**config.mk**
```make
export PLATFORM = sky130hd
export DESIGN_NAME = dscg_top
export DESIGN_NICKNAME = d
export VERILOG_FILES = /design/src/hw/dscg_pkg.sv /design/src/hw/dscg_select.sv /design/src/hw/dscg_fault.sv /design/src/hw/dscg_top.sv
export SDC_FILE = /design/constraint.sdc
export NUM_CORES = 1
export LEC_CHECK = 0
export BUFFER_PORTS_ARGS = -buffer_cell sky130_fd_sc_hd__buf_2
export CELL_PAD_IN_SITES_DETAIL_PLACEMENT = 1
export CELL_PAD_IN_SITES_GLOBAL_PLACEMENT = 1
export CORE_MARGIN = 10
export CORE_UTILIZATION = 35
export DETAILED_ROUTE_END_ITERATION = 12
export PLACE_DENSITY = 0.88
export SLEW_MARGIN = 30
export SYNTH_ARGS = -nofsm -noshare
export SYNTH_HDL_FRONTEND = slang
export SYNTH_SLANG_ARGS = --single-unit
```
**constraint.sdc**
```tcl
create_clock -name mclk_i -period 1.65 [get_ports mclk_i]
set_clock_uncertainty 0.15 [all_clocks]
set_input_delay 0.0825 -clock mclk_i [delete_from_list [all_inputs] [get_ports mclk_i]]
set_output_delay 0.0825 -clock mclk_i [all_outputs]
set_load 0.01 [all_outputs]
```
**src/hw/dscg_pkg.sv**
```systemverilog
// Purpose: shared constants and carriers for the deep-sleep clock gating block
// Assumes: single 100 MHz clock, plain register port
// Notes: all offsets are byte addresses
package dscg_pkg;
   // ==========================================================
   // register map
   localparam logic [11:0] RUN_GATE_OFS = 12'h100;
   localparam logic [11:0] SLEEP_GATE_OFS = 12'h110;
   localparam logic [11:0] DEEP_GATE_OFS = 12'h120;
   localparam logic [11:0] RUN_CFG_OFS = 12'h060;
   localparam logic [11:0] IRQ_STAT_OFS = 12'h1F0;
   localparam logic [11:0] IRQ_MASK_OFS = 12'h1F4;
   localparam logic [11:0] PWR_STATE_OFS = 12'h1F8;
   // ==========================================================
   // field layout of the gating registers and the auto gating bit of the run config
   localparam int CAN_BIT = 24;
   localparam int PWM_BIT = 20;
   localparam int ADC_BIT = 16;
   localparam int RATE_HI = 11;
   localparam int RATE_LO = 8;
   localparam int HIB_BIT = 6;
   localparam int WDT_BIT = 3;
   localparam int ACG_BIT = 27;
   localparam logic [31:0] GATE_WMASK = 32'h01110F48;
   localparam logic [31:0] RUN_GATE_RST = 32'h00000040;
   localparam logic [31:0] SLEEP_GATE_RST = 32'h00000040;
   localparam logic [31:0] DEEP_GATE_RST = 32'h00000040;
   localparam logic [31:0] RUN_CFG_RST = 32'h00000000;
   localparam logic [3:0] RATE_MAX = 4'h2;
   // ==========================================================
   // units and events
   localparam int NUM_UNITS = 5;
   localparam int U_WDT = 0;
   localparam int U_HIB = 1;
   localparam int U_ADC = 2;
   localparam int U_PWM = 3;
   localparam int U_CAN = 4;
   localparam int NUM_EVT = 2;
   localparam int EVT_FAULT = 0;
   localparam int EVT_CLAMP = 1;
   typedef enum logic [1:0] {
      PS_RUN = 2'b00,
      PS_SLEEP = 2'b01,
      PS_DEEP = 2'b10
   } dscg_pstate_e;
   typedef struct packed {
      logic [NUM_UNITS-1:0] en;
      logic [3:0] rate;
   } dscg_gates_s;
endpackage : dscg_pkg

```
**src/hw/dscg_select.sv**
```systemverilog
// Purpose: picks the active gating set and applies it one clock edge later
// Assumes: power state changes are synchronous to mclk_i
// Notes: enables only change on a clock edge, so gated units see no glitch
`timescale 1ns/1ps
`default_nettype none
module dscg_select (
   input wire logic mclk_i,
   input wire logic sys_rst_i,
   input wire logic [1:0] pstate_i,
   input wire logic acg_i,
   input wire dscg_pkg::dscg_gates_s run_i,
   input wire dscg_pkg::dscg_gates_s sleep_i,
   input wire dscg_pkg::dscg_gates_s deep_i,
   output var dscg_pkg::dscg_gates_s gates_o
);
   // ==========================================================
   // selection: without auto gating the run set rules every state
   wire use_sleep = acg_i && (pstate_i == dscg_pkg::PS_SLEEP);
   wire use_deep = acg_i && (pstate_i == dscg_pkg::PS_DEEP);
   dscg_pkg::dscg_gates_s sel_w;
   assign sel_w = use_deep ? deep_i : (use_sleep ? sleep_i : run_i);
   dscg_pkg::dscg_gates_s gates_q;
   // registered so a set switch is one clean edge
   always_ff @(posedge mclk_i) begin
      if (sys_rst_i) begin
         gates_q <= '0;
      end else begin
         gates_q <= sel_w;
      end
   end
   assign gates_o = gates_q;
endmodule : dscg_select
`default_nettype wire

```
**src/hw/dscg_fault.sv**
```systemverilog
// Purpose: answers unit accesses with ok or bus fault from the live enables
// Assumes: one access strobe per cycle per unit
// Notes: fault pulse is registered, one cycle after the access
`timescale 1ns/1ps
`default_nettype none
module dscg_fault #(
   parameter int N = 5
) (
   input wire logic mclk_i,
   input wire logic sys_rst_i,
   input wire logic [N-1:0] en_i,
   input wire logic [N-1:0] acc_i,
   output logic [N-1:0] done_o,
   output logic [N-1:0] fault_o
);
   logic [N-1:0] done_q;
   logic [N-1:0] fault_q;
   genvar g;
   generate
      for (g = 0; g < N; g++) begin : g_unit
         always_ff @(posedge mclk_i) begin
            if (sys_rst_i) begin
               done_q[g] <= 1'b0;
               fault_q[g] <= 1'b0;
            end else begin
               done_q[g] <= acc_i[g] && en_i[g];
               fault_q[g] <= acc_i[g] && !en_i[g];
            end
         end
      end
   endgenerate
   assign done_o = done_q;
   assign fault_o = fault_q;
endmodule : dscg_fault
`default_nettype wire

```
**src/hw/dscg_top.sv**
```systemverilog
// Purpose: deep-sleep clock gating control with run and sleep sets beside it
// Assumes: register port with read data one cycle after the read strobe
// Notes: unit order in vectors is watchdog, hibernate, adc, pwm, can
//
// The strobed register port is this design's own decision.
`timescale 1ns/1ps
`default_nettype none
// What this block does
// - rate field bits 11:8: 2,1,0 codes
// - rate writes above maximum are clamped
// - bit 6 clocks the hibernate unit
// - bit 3 clocks watchdog; unclocked access faults
// - each gate bit is one unit enable
// - access to any unclocked unit faults
// - deep-sleep gating register resets to 0x40
// - sleep sets apply only with auto gating
// - can bit 24, pwm 20, adc 16
// - reserved bits read zero, ignore writes
module dscg_top (
   input wire logic mclk_i,
   input wire logic sys_rst_i,
   input wire logic [11:0] reg_addr_i,
   input wire logic [31:0] reg_wdata_i,
   input wire logic reg_wr_i,
   input wire logic reg_rd_i,
   output logic [31:0] reg_rdata_o,
   input wire logic [1:0] pstate_i,
   input wire logic [4:0] unit_acc_i,
   output logic [4:0] unit_done_o,
   output logic [4:0] unit_fault_o,
   output logic [4:0] unit_clk_en_o,
   output logic [3:0] adc_rate_limit_o,
   output logic irq_o
);
   // ==========================================================
   // address decode
   wire hit_run = reg_addr_i == dscg_pkg::RUN_GATE_OFS;
   wire hit_sleep = reg_addr_i == dscg_pkg::SLEEP_GATE_OFS;
   wire hit_deep = reg_addr_i == dscg_pkg::DEEP_GATE_OFS;
   wire hit_cfg = reg_addr_i == dscg_pkg::RUN_CFG_OFS;
   wire hit_stat = reg_addr_i == dscg_pkg::IRQ_STAT_OFS;
   wire hit_mask = reg_addr_i == dscg_pkg::IRQ_MASK_OFS;
   wire hit_ps = reg_addr_i == dscg_pkg::PWR_STATE_OFS;

   // ==========================================================
   // gating write path
   // reserved bits dropped on write so they always read zero
   wire [31:0] wmask_w = reg_wdata_i & dscg_pkg::GATE_WMASK;
   wire [3:0] wrate_w = reg_wdata_i[dscg_pkg::RATE_HI:dscg_pkg::RATE_LO];
   wire rate_over_w = wrate_w > dscg_pkg::RATE_MAX;
   // clamp instead of rejecting: keeps the rest of the write intact
   wire [3:0] crate_w = rate_over_w ? dscg_pkg::RATE_MAX : wrate_w;
   wire [31:0] wgate_w = {wmask_w[31:12], crate_w, wmask_w[7:0]};

   logic [31:0] run_q;
   logic [31:0] sleep_q;
   logic [31:0] deep_q;
   logic [31:0] cfg_q;
   always_ff @(posedge mclk_i) begin
      if (sys_rst_i) begin
         run_q <= dscg_pkg::RUN_GATE_RST;
         sleep_q <= dscg_pkg::SLEEP_GATE_RST;
         deep_q <= dscg_pkg::DEEP_GATE_RST;
         cfg_q <= dscg_pkg::RUN_CFG_RST;
      end else if (reg_wr_i) begin
         if (hit_run) run_q <= wgate_w;
         if (hit_sleep) sleep_q <= wgate_w;
         if (hit_deep) deep_q <= wgate_w;
         if (hit_cfg) cfg_q <= reg_wdata_i & (32'h1 << dscg_pkg::ACG_BIT);
      end
   end

   // ==========================================================
   // unpack sets into enables
   function automatic dscg_pkg::dscg_gates_s unpack(input logic [31:0] r);
      dscg_pkg::dscg_gates_s s;
      s.en[dscg_pkg::U_WDT] = r[dscg_pkg::WDT_BIT];
      s.en[dscg_pkg::U_HIB] = r[dscg_pkg::HIB_BIT];
      s.en[dscg_pkg::U_ADC] = r[dscg_pkg::ADC_BIT];
      s.en[dscg_pkg::U_PWM] = r[dscg_pkg::PWM_BIT];
      s.en[dscg_pkg::U_CAN] = r[dscg_pkg::CAN_BIT];
      s.rate = r[dscg_pkg::RATE_HI:dscg_pkg::RATE_LO];
      return s;
   endfunction : unpack

   dscg_pkg::dscg_gates_s gates_w;
   wire acg_w = cfg_q[dscg_pkg::ACG_BIT];
   dscg_select u_sel (
      .mclk_i(mclk_i),
      .sys_rst_i(sys_rst_i),
      .pstate_i(pstate_i),
      .acg_i(acg_w),
      .run_i(unpack(run_q)),
      .sleep_i(unpack(sleep_q)),
      .deep_i(unpack(deep_q)),
      .gates_o(gates_w)
   );
   assign unit_clk_en_o = gates_w.en;
   assign adc_rate_limit_o = gates_w.rate;

   // ==========================================================
   // bus fault for unclocked units
   logic [4:0] fault_w;
   dscg_fault #(
      .N(dscg_pkg::NUM_UNITS)
   ) u_fault (
      .mclk_i(mclk_i),
      .sys_rst_i(sys_rst_i),
      .en_i(gates_w.en),
      .acc_i(unit_acc_i),
      .done_o(unit_done_o),
      .fault_o(fault_w)
   );
   assign unit_fault_o = fault_w;

   // ==========================================================
   // interrupts: set wins over write-one-to-clear
   wire [1:0] evt_w = {reg_wr_i && (hit_run || hit_sleep || hit_deep) && rate_over_w, |fault_w};
   logic [1:0] stat_q;
   logic [1:0] mask_q;
   wire [1:0] clr_w = (reg_wr_i && hit_stat) ? reg_wdata_i[1:0] : 2'b00;
   always_ff @(posedge mclk_i) begin
      if (sys_rst_i) begin
         stat_q <= 2'h0;
         mask_q <= 2'h0;
      end else begin
         stat_q <= (stat_q & ~clr_w) | evt_w;
         if (reg_wr_i && hit_mask) mask_q <= reg_wdata_i[1:0];
      end
   end
   assign irq_o = |(stat_q & mask_q);

   // ==========================================================
   // read path
   logic [31:0] rmux_w;
   assign rmux_w = hit_run ? run_q :
                   hit_sleep ? sleep_q :
                   hit_deep ? deep_q :
                   hit_cfg ? cfg_q :
                   hit_stat ? {30'h0, stat_q} :
                   hit_mask ? {30'h0, mask_q} :
                   hit_ps ? {30'h0, pstate_i} : 32'h0;
   logic [31:0] rdata_q;
   always_ff @(posedge mclk_i) begin
      if (sys_rst_i) begin
         rdata_q <= 32'h0;
      end else begin
         rdata_q <= reg_rd_i ? rmux_w : 32'h0;
      end
   end
   assign reg_rdata_o = rdata_q;

   // ==========================================================
   // checks
   property p_rate_clamp;
      @(posedge mclk_i) disable iff (sys_rst_i)
      (reg_wr_i && hit_deep) |=> deep_q[11:8] <= 4'h2;
   endproperty
   a_rate_clamp: assert property (p_rate_clamp) else $error("rate above max");
   property p_rsv_zero;
      @(posedge mclk_i) disable iff (sys_rst_i)
      (deep_q & ~dscg_pkg::GATE_WMASK) == 32'h0;
   endproperty
   a_rsv_zero: assert property (p_rsv_zero) else $error("reserved bit set");
   property p_fault;
      @(posedge mclk_i) disable iff (sys_rst_i)
      (unit_acc_i[0] && !unit_clk_en_o[0]) |=> unit_fault_o[0] && !unit_done_o[0];
   endproperty
   a_fault: assert property (p_fault) else $error("no fault on gated wdt");
   property p_ok;
      @(posedge mclk_i) disable iff (sys_rst_i)
      (unit_acc_i[4] && unit_clk_en_o[4]) |=> unit_done_o[4] && !unit_fault_o[4];
   endproperty
   a_ok: assert property (p_ok) else $error("clocked access faulted");
   property p_deep_sel;
      @(posedge mclk_i) disable iff (sys_rst_i)
      (acg_w && pstate_i == 2'b10) |=> unit_clk_en_o[1] == $past(deep_q[6]);
   endproperty
   a_deep_sel: assert property (p_deep_sel) else $error("deep set not applied");
   property p_run_sel;
      @(posedge mclk_i) disable iff (sys_rst_i)
      !acg_w |=> unit_clk_en_o[2] == $past(run_q[16]);
   endproperty
   a_run_sel: assert property (p_run_sel) else $error("run set not applied");
   property p_rst;
      @(posedge mclk_i) sys_rst_i |=> deep_q == 32'h00000040;
   endproperty
   a_rst: assert property (p_rst) else $error("bad reset value");
   property p_irq;
      @(posedge mclk_i) disable iff (sys_rst_i)
      (|fault_w && mask_q[0] && !(reg_wr_i && hit_mask)) |=> irq_o;
   endproperty
   a_irq: assert property (p_irq) else $error("irq missing");

   // ==========================================================
   // register contents, unit answers and read port
   property p_run_rsv;
      @(posedge mclk_i) disable iff (sys_rst_i)
      (run_q & ~dscg_pkg::GATE_WMASK) == 32'h0;
   endproperty
   a_run_rsv: assert property (p_run_rsv) else $error("reserved run bit set");
   property p_sleep_rsv;
      @(posedge mclk_i) disable iff (sys_rst_i)
      (sleep_q & ~dscg_pkg::GATE_WMASK) == 32'h0;
   endproperty
   a_sleep_rsv: assert property (p_sleep_rsv) else $error("reserved sleep bit set");
   property p_cfg_rsv;
      @(posedge mclk_i) disable iff (sys_rst_i)
      (cfg_q & ~(32'h1 << dscg_pkg::ACG_BIT)) == 32'h0;
   endproperty
   a_cfg_rsv: assert property (p_cfg_rsv) else $error("config holds more than auto gating");
   property p_run_rate;
      @(posedge mclk_i) disable iff (sys_rst_i)
      run_q[dscg_pkg::RATE_HI:dscg_pkg::RATE_LO] <= dscg_pkg::RATE_MAX;
   endproperty
   a_run_rate: assert property (p_run_rate) else $error("run rate above max");
   property p_sleep_rate;
      @(posedge mclk_i) disable iff (sys_rst_i)
      sleep_q[dscg_pkg::RATE_HI:dscg_pkg::RATE_LO] <= dscg_pkg::RATE_MAX;
   endproperty
   a_sleep_rate: assert property (p_sleep_rate) else $error("sleep rate above max");
   property p_out_rate;
      @(posedge mclk_i) disable iff (sys_rst_i)
      adc_rate_limit_o <= dscg_pkg::RATE_MAX;
   endproperty
   a_out_rate: assert property (p_out_rate) else $error("applied rate above max");
   property p_rate_keep;
      @(posedge mclk_i) disable iff (sys_rst_i)
      (reg_wr_i && hit_deep && !rate_over_w) |=> deep_q[dscg_pkg::RATE_HI:dscg_pkg::RATE_LO] == $past(wrate_w);
   endproperty
   a_rate_keep: assert property (p_rate_keep) else $error("legal rate not stored");
   property p_run_clamp;
      @(posedge mclk_i) disable iff (sys_rst_i)
      (reg_wr_i && hit_run && rate_over_w) |=> run_q[dscg_pkg::RATE_HI:dscg_pkg::RATE_LO] == dscg_pkg::RATE_MAX;
   endproperty
   a_run_clamp: assert property (p_run_clamp) else $error("rate not clamped to max");
   property p_deep_hold;
      @(posedge mclk_i) disable iff (sys_rst_i)
      !(reg_wr_i && hit_deep) |=> $stable(deep_q);
   endproperty
   a_deep_hold: assert property (p_deep_hold) else $error("deep set changed without write");
   property p_deep_hi;
      @(posedge mclk_i) disable iff (sys_rst_i)
      (reg_wr_i && hit_deep) |=> deep_q[dscg_pkg::CAN_BIT] == $past(reg_wdata_i[dscg_pkg::CAN_BIT])
         && deep_q[dscg_pkg::PWM_BIT] == $past(reg_wdata_i[dscg_pkg::PWM_BIT])
         && deep_q[dscg_pkg::ADC_BIT] == $past(reg_wdata_i[dscg_pkg::ADC_BIT]);
   endproperty
   a_deep_hi: assert property (p_deep_hi) else $error("upper gate bit not written");
   property p_deep_lo;
      @(posedge mclk_i) disable iff (sys_rst_i)
      (reg_wr_i && hit_deep) |=> deep_q[dscg_pkg::HIB_BIT] == $past(reg_wdata_i[dscg_pkg::HIB_BIT])
         && deep_q[dscg_pkg::WDT_BIT] == $past(reg_wdata_i[dscg_pkg::WDT_BIT]);
   endproperty
   a_deep_lo: assert property (p_deep_lo) else $error("lower gate bit not written");
   property p_sleep_sel;
      @(posedge mclk_i) disable iff (sys_rst_i)
      (acg_w && pstate_i == dscg_pkg::PS_SLEEP) |=>
         unit_clk_en_o[dscg_pkg::U_PWM] == $past(sleep_q[dscg_pkg::PWM_BIT]);
   endproperty
   a_sleep_sel: assert property (p_sleep_sel) else $error("sleep set not applied");
   property p_rate_sel;
      @(posedge mclk_i) disable iff (sys_rst_i)
      (acg_w && pstate_i == dscg_pkg::PS_DEEP) |=>
         adc_rate_limit_o == $past(deep_q[dscg_pkg::RATE_HI:dscg_pkg::RATE_LO]);
   endproperty
   a_rate_sel: assert property (p_rate_sel) else $error("deep rate not applied");
   property p_fault_vec;
      @(posedge mclk_i) disable iff (sys_rst_i)
      1'b1 |=> unit_fault_o == ($past(unit_acc_i) & ~$past(unit_clk_en_o));
   endproperty
   a_fault_vec: assert property (p_fault_vec) else $error("fault vector wrong");
   property p_done_vec;
      @(posedge mclk_i) disable iff (sys_rst_i)
      1'b1 |=> unit_done_o == ($past(unit_acc_i) & $past(unit_clk_en_o));
   endproperty
   a_done_vec: assert property (p_done_vec) else $error("done vector wrong");
   property p_evt_fault;
      @(posedge mclk_i) disable iff (sys_rst_i)
      (|fault_w) |=> stat_q[dscg_pkg::EVT_FAULT];
   endproperty
   a_evt_fault: assert property (p_evt_fault) else $error("fault not flagged");
   property p_evt_clamp;
      @(posedge mclk_i) disable iff (sys_rst_i)
      (reg_wr_i && (hit_run || hit_sleep || hit_deep) && rate_over_w) |=> stat_q[dscg_pkg::EVT_CLAMP];
   endproperty
   a_evt_clamp: assert property (p_evt_clamp) else $error("clamp not flagged");
   property p_stat_clr;
      @(posedge mclk_i) disable iff (sys_rst_i)
      (reg_wr_i && hit_stat && reg_wdata_i[dscg_pkg::EVT_FAULT] && !(|fault_w)) |=> !stat_q[dscg_pkg::EVT_FAULT];
   endproperty
   a_stat_clr: assert property (p_stat_clr) else $error("fault flag not cleared");
   property p_rd_idle;
      @(posedge mclk_i) disable iff (sys_rst_i)
      !reg_rd_i |=> reg_rdata_o == 32'h0;
   endproperty
   a_rd_idle: assert property (p_rd_idle) else $error("read data without read");
   property p_rd_deep;
      @(posedge mclk_i) disable iff (sys_rst_i)
      (reg_rd_i && hit_deep) |=> reg_rdata_o == $past(deep_q);
   endproperty
   a_rd_deep: assert property (p_rd_deep) else $error("deep set read wrong");
   property p_rd_stat;
      @(posedge mclk_i) disable iff (sys_rst_i)
      (reg_rd_i && hit_stat) |=> reg_rdata_o == {30'h0, $past(stat_q)};
   endproperty
   a_rd_stat: assert property (p_rd_stat) else $error("status read wrong");
   property p_mask_wr;
      @(posedge mclk_i) disable iff (sys_rst_i)
      (reg_wr_i && hit_mask) |=> mask_q == $past(reg_wdata_i[1:0]);
   endproperty
   a_mask_wr: assert property (p_mask_wr) else $error("mask not written");
endmodule : dscg_top
`default_nettype wire

```
==> flow_metrics.env, run 1 <==
export IMPL_rsz0062_at_grt="no"
export IMPL_p_clk_frac=0.421
export IMPL_rows=32
export IMPL_synth_edf_count=0
export IMPL_clk_path_buf_depth=2
export IMPL_hold_path_class="input pin to register"
export IMPL_cts_setup_buffers=0
export IMPL_yosysUniqueCellTypes=37
export IMPL_hold_viol=0
export IMPL_cpMaxStageDelayCell="dlygate4sd3_1"
export IMPL_min_delay_start="reg_wdata_i[8]"
export IMPL_start_util=0.355
export IMPL_antenna_found_initial=0
export IMPL_cp_end_kind="register"
export IMPL_ys_flop_type="dfxtp_1"
export IMPL_design_final_nets=433
export IMPL_synth_area_per_cell_um2=9.55
export IMPL_path_cells="buf_2 -> or4b_4 -> dlygate4sd3_1 -> nor4_1"
export IMPL_synth_commonest_cells="dfxtp_1 (63), nor2_1 (54), mux2i_1 (37), buf_4 (20), a21oi_1 (14)"
export IMPL_p_comb_frac=0.082
export IMPL_pre_cts_ws_ns=-0.0539
export IMPL_grtUsageTotal=0.143
export IMPL_final_util=0.463
export IMPL_drc=0
export IMPL_max_stage_delay_ns=0.60
export IMPL_peakVddDrop_mv=0.308
export IMPL_rr_worst_depth=4
export IMPL_dr_pass1_iters=4
export IMPL_seq_power_share=0.497
export IMPL_dieHeight_um=108
export IMPL_status="completed"
export IMPL_cts_tree="built"
export IMPL_hpwlAfterDp_um=5780
export IMPL_synth_area_top_cells="dfxtp_1 (46%), mux2i_1 (14%), nor2_1 (7.5%)"
export IMPL_grt_max_degree=43
export IMPL_die_x_um=108
export IMPL_slew_violations=0
export IMPL_syn_inst=284
export IMPL_sw_frac_of_total=0.245
export IMPL_cts_buffers=9
export IMPL_r2r_slack_ns=0.15
export IMPL_crit_reg2reg_capture="u_sel.gates_o[6]"
export IMPL_postRouteAntennaNets=0
export IMPL_crit_path_start_kind="input pin"
export IMPL_place_gp_congestion=0.787
export IMPL_worstHoldEndpoint="sleep_q[8]"
export IMPL_ys_async_sr_fraction=0
export IMPL_area_delta_synth_final_pct=30.5
export IMPL_leakage_nw=1.67
export IMPL_cts_sink_count=63
export IMPL_grt_pass1_wl_um=13200
export IMPL_syn_area_mm2=0.00271
export IMPL_p_int_w=0.00233
export IMPL_grt_pass1_vias=2650
export IMPL_switchingPower_w=0.000758
export IMPL_grt_busiest_layer="met2"
export IMPL_coreArea_mm2=0.00765
export IMPL_n_antenna_cell=0
export IMPL_synth_most_common_cell="dfxtp_1"
export IMPL_drive_gt1_frac=0.277
export IMPL_drv_cap=0
export IMPL_first_iter_violations=78
export IMPL_ys_ff_latch=63
export IMPL_ys_warn_count=0
export IMPL_vias_per_cell=4.93
export IMPL_reg2reg_from="cfg_q[27]"
export IMPL_hold_path_depth=3
export IMPL_finalCriticalPeriod_ns=1.53
export IMPL_fin_ws_ns=0.123
export IMPL_design_die_area_mm2=0.0117
export IMPL_post_route_period_util=0.925
export IMPL_crit_arrival_ns=1.63
export IMPL_port_buffers=66
export IMPL_yosys_area_top_type="dfxtp_1"
export IMPL_fmax_mhz=655
export IMPL_met3_usage=0.0405
export IMPL_worstSetupPathType="input pin to register"
export IMPL_synth_top_area_frac=0.465
export IMPL_clk_transition_reported_paths_ns=0.07
export IMPL_overflow=0
export IMPL_p_per_area_mw_per_mm2=873
export IMPL_ioPinCount=107
export IMPL_root_buffer="clkbuf_8"
export IMPL_drt_wl_total_um=8370
export IMPL_worstPathMaxFanout=5
export IMPL_clk_latency_ns=0.35
export IMPL_h_tree_depth=3
export IMPL_post_drt_wl_per_cell_um=17.2
export IMPL_use_met1=0.147
export IMPL_num_vias=2390
export IMPL_finalSetupViolations=0
export IMPL_grtUsageMet2=0.256
export IMPL_worstPathRequired_ns=1.75
export IMPL_seq_area_frac_synth=0.465
## critical path: cells and delay by family
kind,cells,cell delay (ns)
and+or+nand+nor,2,0.84
buffers and inverters,2,0.70
## layout by cell type (no fill, tap or decap), drive strengths merged, types with 5 or more instances in the layout
cell and n:
and3b 9, nor2 54, a211oi 10, nor3 6
nor3b 8, dlygate4sd3 17, dfxtp 63, a21oi 14
mux2i 37, nor4 5, buf 84, conb 20
clkbuf 10, nor4b 5
## repair_timing
action | CTS | global route
endpoints found under the hold margin | 32 | 1
hold buffers | 17 | 1
resized for setup | 0 | 2
endpoints found under the setup margin | 0 | 1
## cell type report
class | instances | area [um2]
Inverter | 2 | 7.51
Fill cell | 888 | 4110
Tap cell | 102 | 128
Clock buffer | 10 | 128
Timing Repair Buffer | 101 | 648
Sequential cell | 63 | 1260
Multi-Input combinational cell | 201 | 1310
Clock inverter | 6 | 61.3
## routing by layer
| metal | vias up | routed length (um) |
|---|---|---|
| met5 | - | 0 |
| met4 | 0 | 212 |
| met3 | 18 | 623 |
| met2 | 72 | 4270 |
| met1 | 1159 | 3260 |
| li1 | 1141 | - |
## logic make-up (layout without fill, tap and decap cells)
group           Yosys count  count (layout)  synth area share
mux                      37              37             0.137
simple gates            112             112             0.238
buf+inv                  39             119            0.0839
other cells               1              20           0.00138
flops                    63              63             0.465
compound gates           32              32            0.0756
## power by group through the flow
stage | clock, W | sequential [W] | combinational, W
global placement | 0 | 0.00157 | 0.000204
floorplan | 0 | 0.00157 | 0.000140
CTS | 0.00134 | 0.00154 | 0.000245
detailed placement | 0 | 0.00157 | 0.000212
finish | 0.00130 | 0.00154 | 0.000252
global route | 0.00140 | 0.00154 | 0.000275
## flip-flops by register name, summed over array words and instances (netlist names), 2 cells and up
register	cells
u_fault.done_o	5
reg_rdata_o	12
stat_q	2
sleep_q	9
u_fault.fault_o	5
run_q	9
mask_q	2
u_sel.gates_o	9
deep_q	9
## through the flow
stage	instance area [um2]	instances	total power, W	setup TNS, ns	hold WS (ns)
detailed placement	3170	452	0.00178	-0.135	0.192
global placement	3170	452	0.00178	-0.00183	0.172
floorplan	2780	303	0.00171	0	0.0764
finish	3540	485	0.00309	0	0.0251
CTS	3530	485	0.00312	0	-0.0710
global route	3540	485	0.00321	0	0.0263
## worst max-delay path by stage
stage / startpoint / end / slack (ns) / cells after the start
floorplan: reg_addr_i[9] / mask_q[0] / 0.14 / 4
global placement: reg_addr_i[9] / mask_q[0] / -0.002 / 5
detailed placement: reg_addr_i[9] / mask_q[0] / -0.05 / 5
CTS: reg_addr_i[8] / cfg_q[27] / 0.05 / 6
global route: cfg_q[27] / u_sel.gates_o[6] / 0.02 / 4
finish: reg_addr_i[9] / reg_rdata_o[27] / 0.12 / 4
No activity file was read; power rests on OpenSTA's default activity.
==> run 2, diff against run 1 <==
--- a/config.mk
+++ b/config.mk
@@ -9,10 +9,11 @@
 export CELL_PAD_IN_SITES_DETAIL_PLACEMENT = 1
 export CELL_PAD_IN_SITES_GLOBAL_PLACEMENT = 1
 export CORE_MARGIN = 10
-export CORE_UTILIZATION = 35
+export CORE_UTILIZATION = 36
 export DETAILED_ROUTE_END_ITERATION = 12
 export PLACE_DENSITY = 0.88
 export SLEW_MARGIN = 30
 export SYNTH_ARGS = -nofsm -noshare
 export SYNTH_HDL_FRONTEND = slang
+export SYNTH_HIERARCHICAL = 1
 export SYNTH_SLANG_ARGS = --single-unit
==> flow_metrics.env, run 2 <==
export IMPL_cts_sink_count=63
export IMPL_cts_setup_buffers=0
export IMPL_synth_commonest_cells="dfxtp_1 (63), nor2_1 (42), mux2i_1 (29), buf_4 (20)"
export IMPL_p_per_area_mw_per_mm2=814
export IMPL_worstSetupPathType="input pin to register"
export IMPL_synth_area_top_cells="dfxtp_1 (45%), mux2i_1 (10%), nor2_1 (5.7%)"
export IMPL_ys_warn_count=6
export IMPL_clk_path_buf_depth=2
export IMPL_synth_area_per_cell_um2=9.93
export IMPL_worstPathMaxFanout=18
export IMPL_grt_max_degree=56
export IMPL_antenna_found_initial=0
export IMPL_drv_cap=0
export IMPL_finalCriticalPeriod_ns=1.63
export IMPL_largest_reg_flops=12
export IMPL_h_tree_depth=3
export IMPL_syn_area_mm2=0.00278
export IMPL_hold_path_class="input pin to register"
export IMPL_final_util=0.493
export IMPL_synth_most_common_cell="dfxtp_1"
export IMPL_worstPathRequired_ns=1.71
export IMPL_slew_violations=0
export IMPL_root_buffer="clkbuf_8"
export IMPL_design_die_area_mm2=0.0116
export IMPL_drive_gt1_frac=0.315
export IMPL_clk_transition_reported_paths_ns=0.07
export IMPL_cts_resized=0
export IMPL_vias_per_cell=5.01
export IMPL_cts_buffers=9
export IMPL_cp_end_kind="register"
export IMPL_dpl_cell_area_mm2=0.00331
export IMPL_post_drt_wl_per_cell_um=17.7
export IMPL_mostFrequentLayoutCells="buf_2 (66), dfxtp_1 (63), nor2_1 (42)"
export IMPL_post_route_period_util=0.988
export IMPL_final_common_cell="buf_2"
export IMPL_finalSetupViolations=0
export IMPL_start_util=0.377
export IMPL_dr_pass1_iters=4
export IMPL_leakage_nw=1.67
export IMPL_first_iter_violations=118
export IMPL_postLayoutCellArea_mm2=0.00363
export IMPL_yosysUniqueCellTypes=38
export IMPL_crit_arrival_ns=1.69
export IMPL_status="completed"
export IMPL_max_stage_delay_ns=0.53
export IMPL_rsz0062_at_grt="no"
export IMPL_syn_inst=280
export IMPL_grtUsageTotal=0.150
export IMPL_hold_viol=0
export IMPL_port_buffers=66
export IMPL_ioPinCount=107
export IMPL_fin_ws_ns=0.0199
export IMPL_drc=0
export IMPL_crit_path_start_kind="input pin"
export IMPL_slew_headroom=0.674
export IMPL_die_x_um=108
export IMPL_drt_wl_total_um=8650
export IMPL_path_cells="dlygate4sd3_1 -> buf_2 -> nand3b_2 -> a211oi_1"
export IMPL_ys_async_sr_fraction=0
export IMPL_postRouteAntennaNets=0
export IMPL_fmax_mhz=613
export IMPL_num_vias=2453
export IMPL_coreArea_mm2=0.00737
export IMPL_pre_cts_ws_ns=-0.211
export IMPL_overflow=0
export IMPL_clk_latency_ns=0.33
export IMPL_hpwlAfterDp_um=6080
export IMPL_ys_flop_type="dfxtp_1"
export IMPL_grt_pass1_vias=2737
export IMPL_design_final_nets=441
export IMPL_synth_top_area_frac=0.454
export IMPL_cts_tree="built"
export IMPL_ys_ff_latch=63
export IMPL_dieHeight_um=108
export IMPL_peakVddDrop_mv=0.284
export IMPL_grt_pass1_wl_um=14000
export IMPL_synth_edf_count=0
export IMPL_yosys_area_top_type="dfxtp_1"
export IMPL_rows=31
export IMPL_tightest_slew_ns=0.477
export IMPL_cpMaxStageDelayCell="dlygate4sd3_1"
export IMPL_seq_area_frac_synth=0.454
export IMPL_area_delta_synth_final_pct=30.6
export IMPL_n_antenna_cell=0
export IMPL_place_gp_congestion=0.775
==> run 2: cell count changes after synthesis, moves of 3 or more <==
cell	change
nor2b_1	+9
o21ai_0	+4
o21ai_1	-3
nand2b_1	+11
buf_6	+5
a21oi_1	-9
a2111oi_0	+9
mux2i_1	-8
clkbuf_1	-3
buf_2	-5
nand2_1	-3
nor2_1	-12
==> run 2: per-stage QoR <==
| step | instances | setup TNS (ns) | hold WS [ns] | power (W) |
|---|---|---|---|---|
| final | 490 | 0 | 0.0229 | 0.00296 |
| after global routing | 490 | 0 | 0.0373 | 0.00309 |
| after CTS | 490 | 0 | 0.00581 | 0.00298 |
| after detailed placement | 459 | -2.99 | 0.186 | 0.00180 |
| after global placement | 459 | -2.17 | 0.174 | 0.00179 |
| after floorplan | 299 | 0 | 0.0764 | 0.00171 |
==> run 2: worst max-delay path, delay by kind of cell <==
family          cells  cell delay, ns
compound gates      1            0.45
simple gates        1            0.48
buf+inv             2            0.68
==> run 2: final cells by class <==
class,instances,area [um2]
fill,878,3740
multi-input combinational,202,1350
sequential,63,1260
timing repair buffer,110,723
clock buffer,9,124
tap,99,124
clock inverter,7,50.0
==> run 2: worst paths after layout <==
kind / start / end / slack, ns / cells after the start
setup / recovery: pstate_i[0] / u_sel/gates_o[1] / 0.02 / 4
hold / removal: reg_addr_i[3] / reg_rdata_o[1] / 0.02 / 4
setup reg to reg: cfg_q[27] / u_sel/gates_o[1] / 0.10 / 2
hold reg to reg: u_sel/gates_o[8] / u_fault/fault_o[4] / 0.29 / 1
==> run 2: power breakdown <==
group	switching (W)	leakage (nW)	total (W)	internal, W
Sequential	0.00000656	0.509	0.00154	0.00153
Combinational	0.000137	1.08	0.000263	0.000126
Clock	0.000613	0.0812	0.00116	0.000543
Total	0.000757	1.67	0.00296	0.00220
==> run 2: kinds of logic after synthesis <==
logic type	count (synthesis)	share of synthesized area
and+or+nand+nor	120	0.267
DFF	63	0.454
buffers and inverters	34	0.0864
AOI/OAI and AO/OA	33	0.0873
muxes	29	0.104
other	1	0.00135
==> run 2: metal layers <==
metal  global-route usage  share of wire  vias up
li1                     -              -     1171
met1                0.164           0.41     1197
met2                0.271           0.53       70
met3               0.0383          0.048       15
met4               0.0563          0.015        0
met5                    0              0        -
==> run 2: what timing repair did <==
action                                  4_1_cts  5_1_grt
hold buffers                                 15        0
endpoints found under the setup margin        0        0
hold endpoints to repair                     30        0
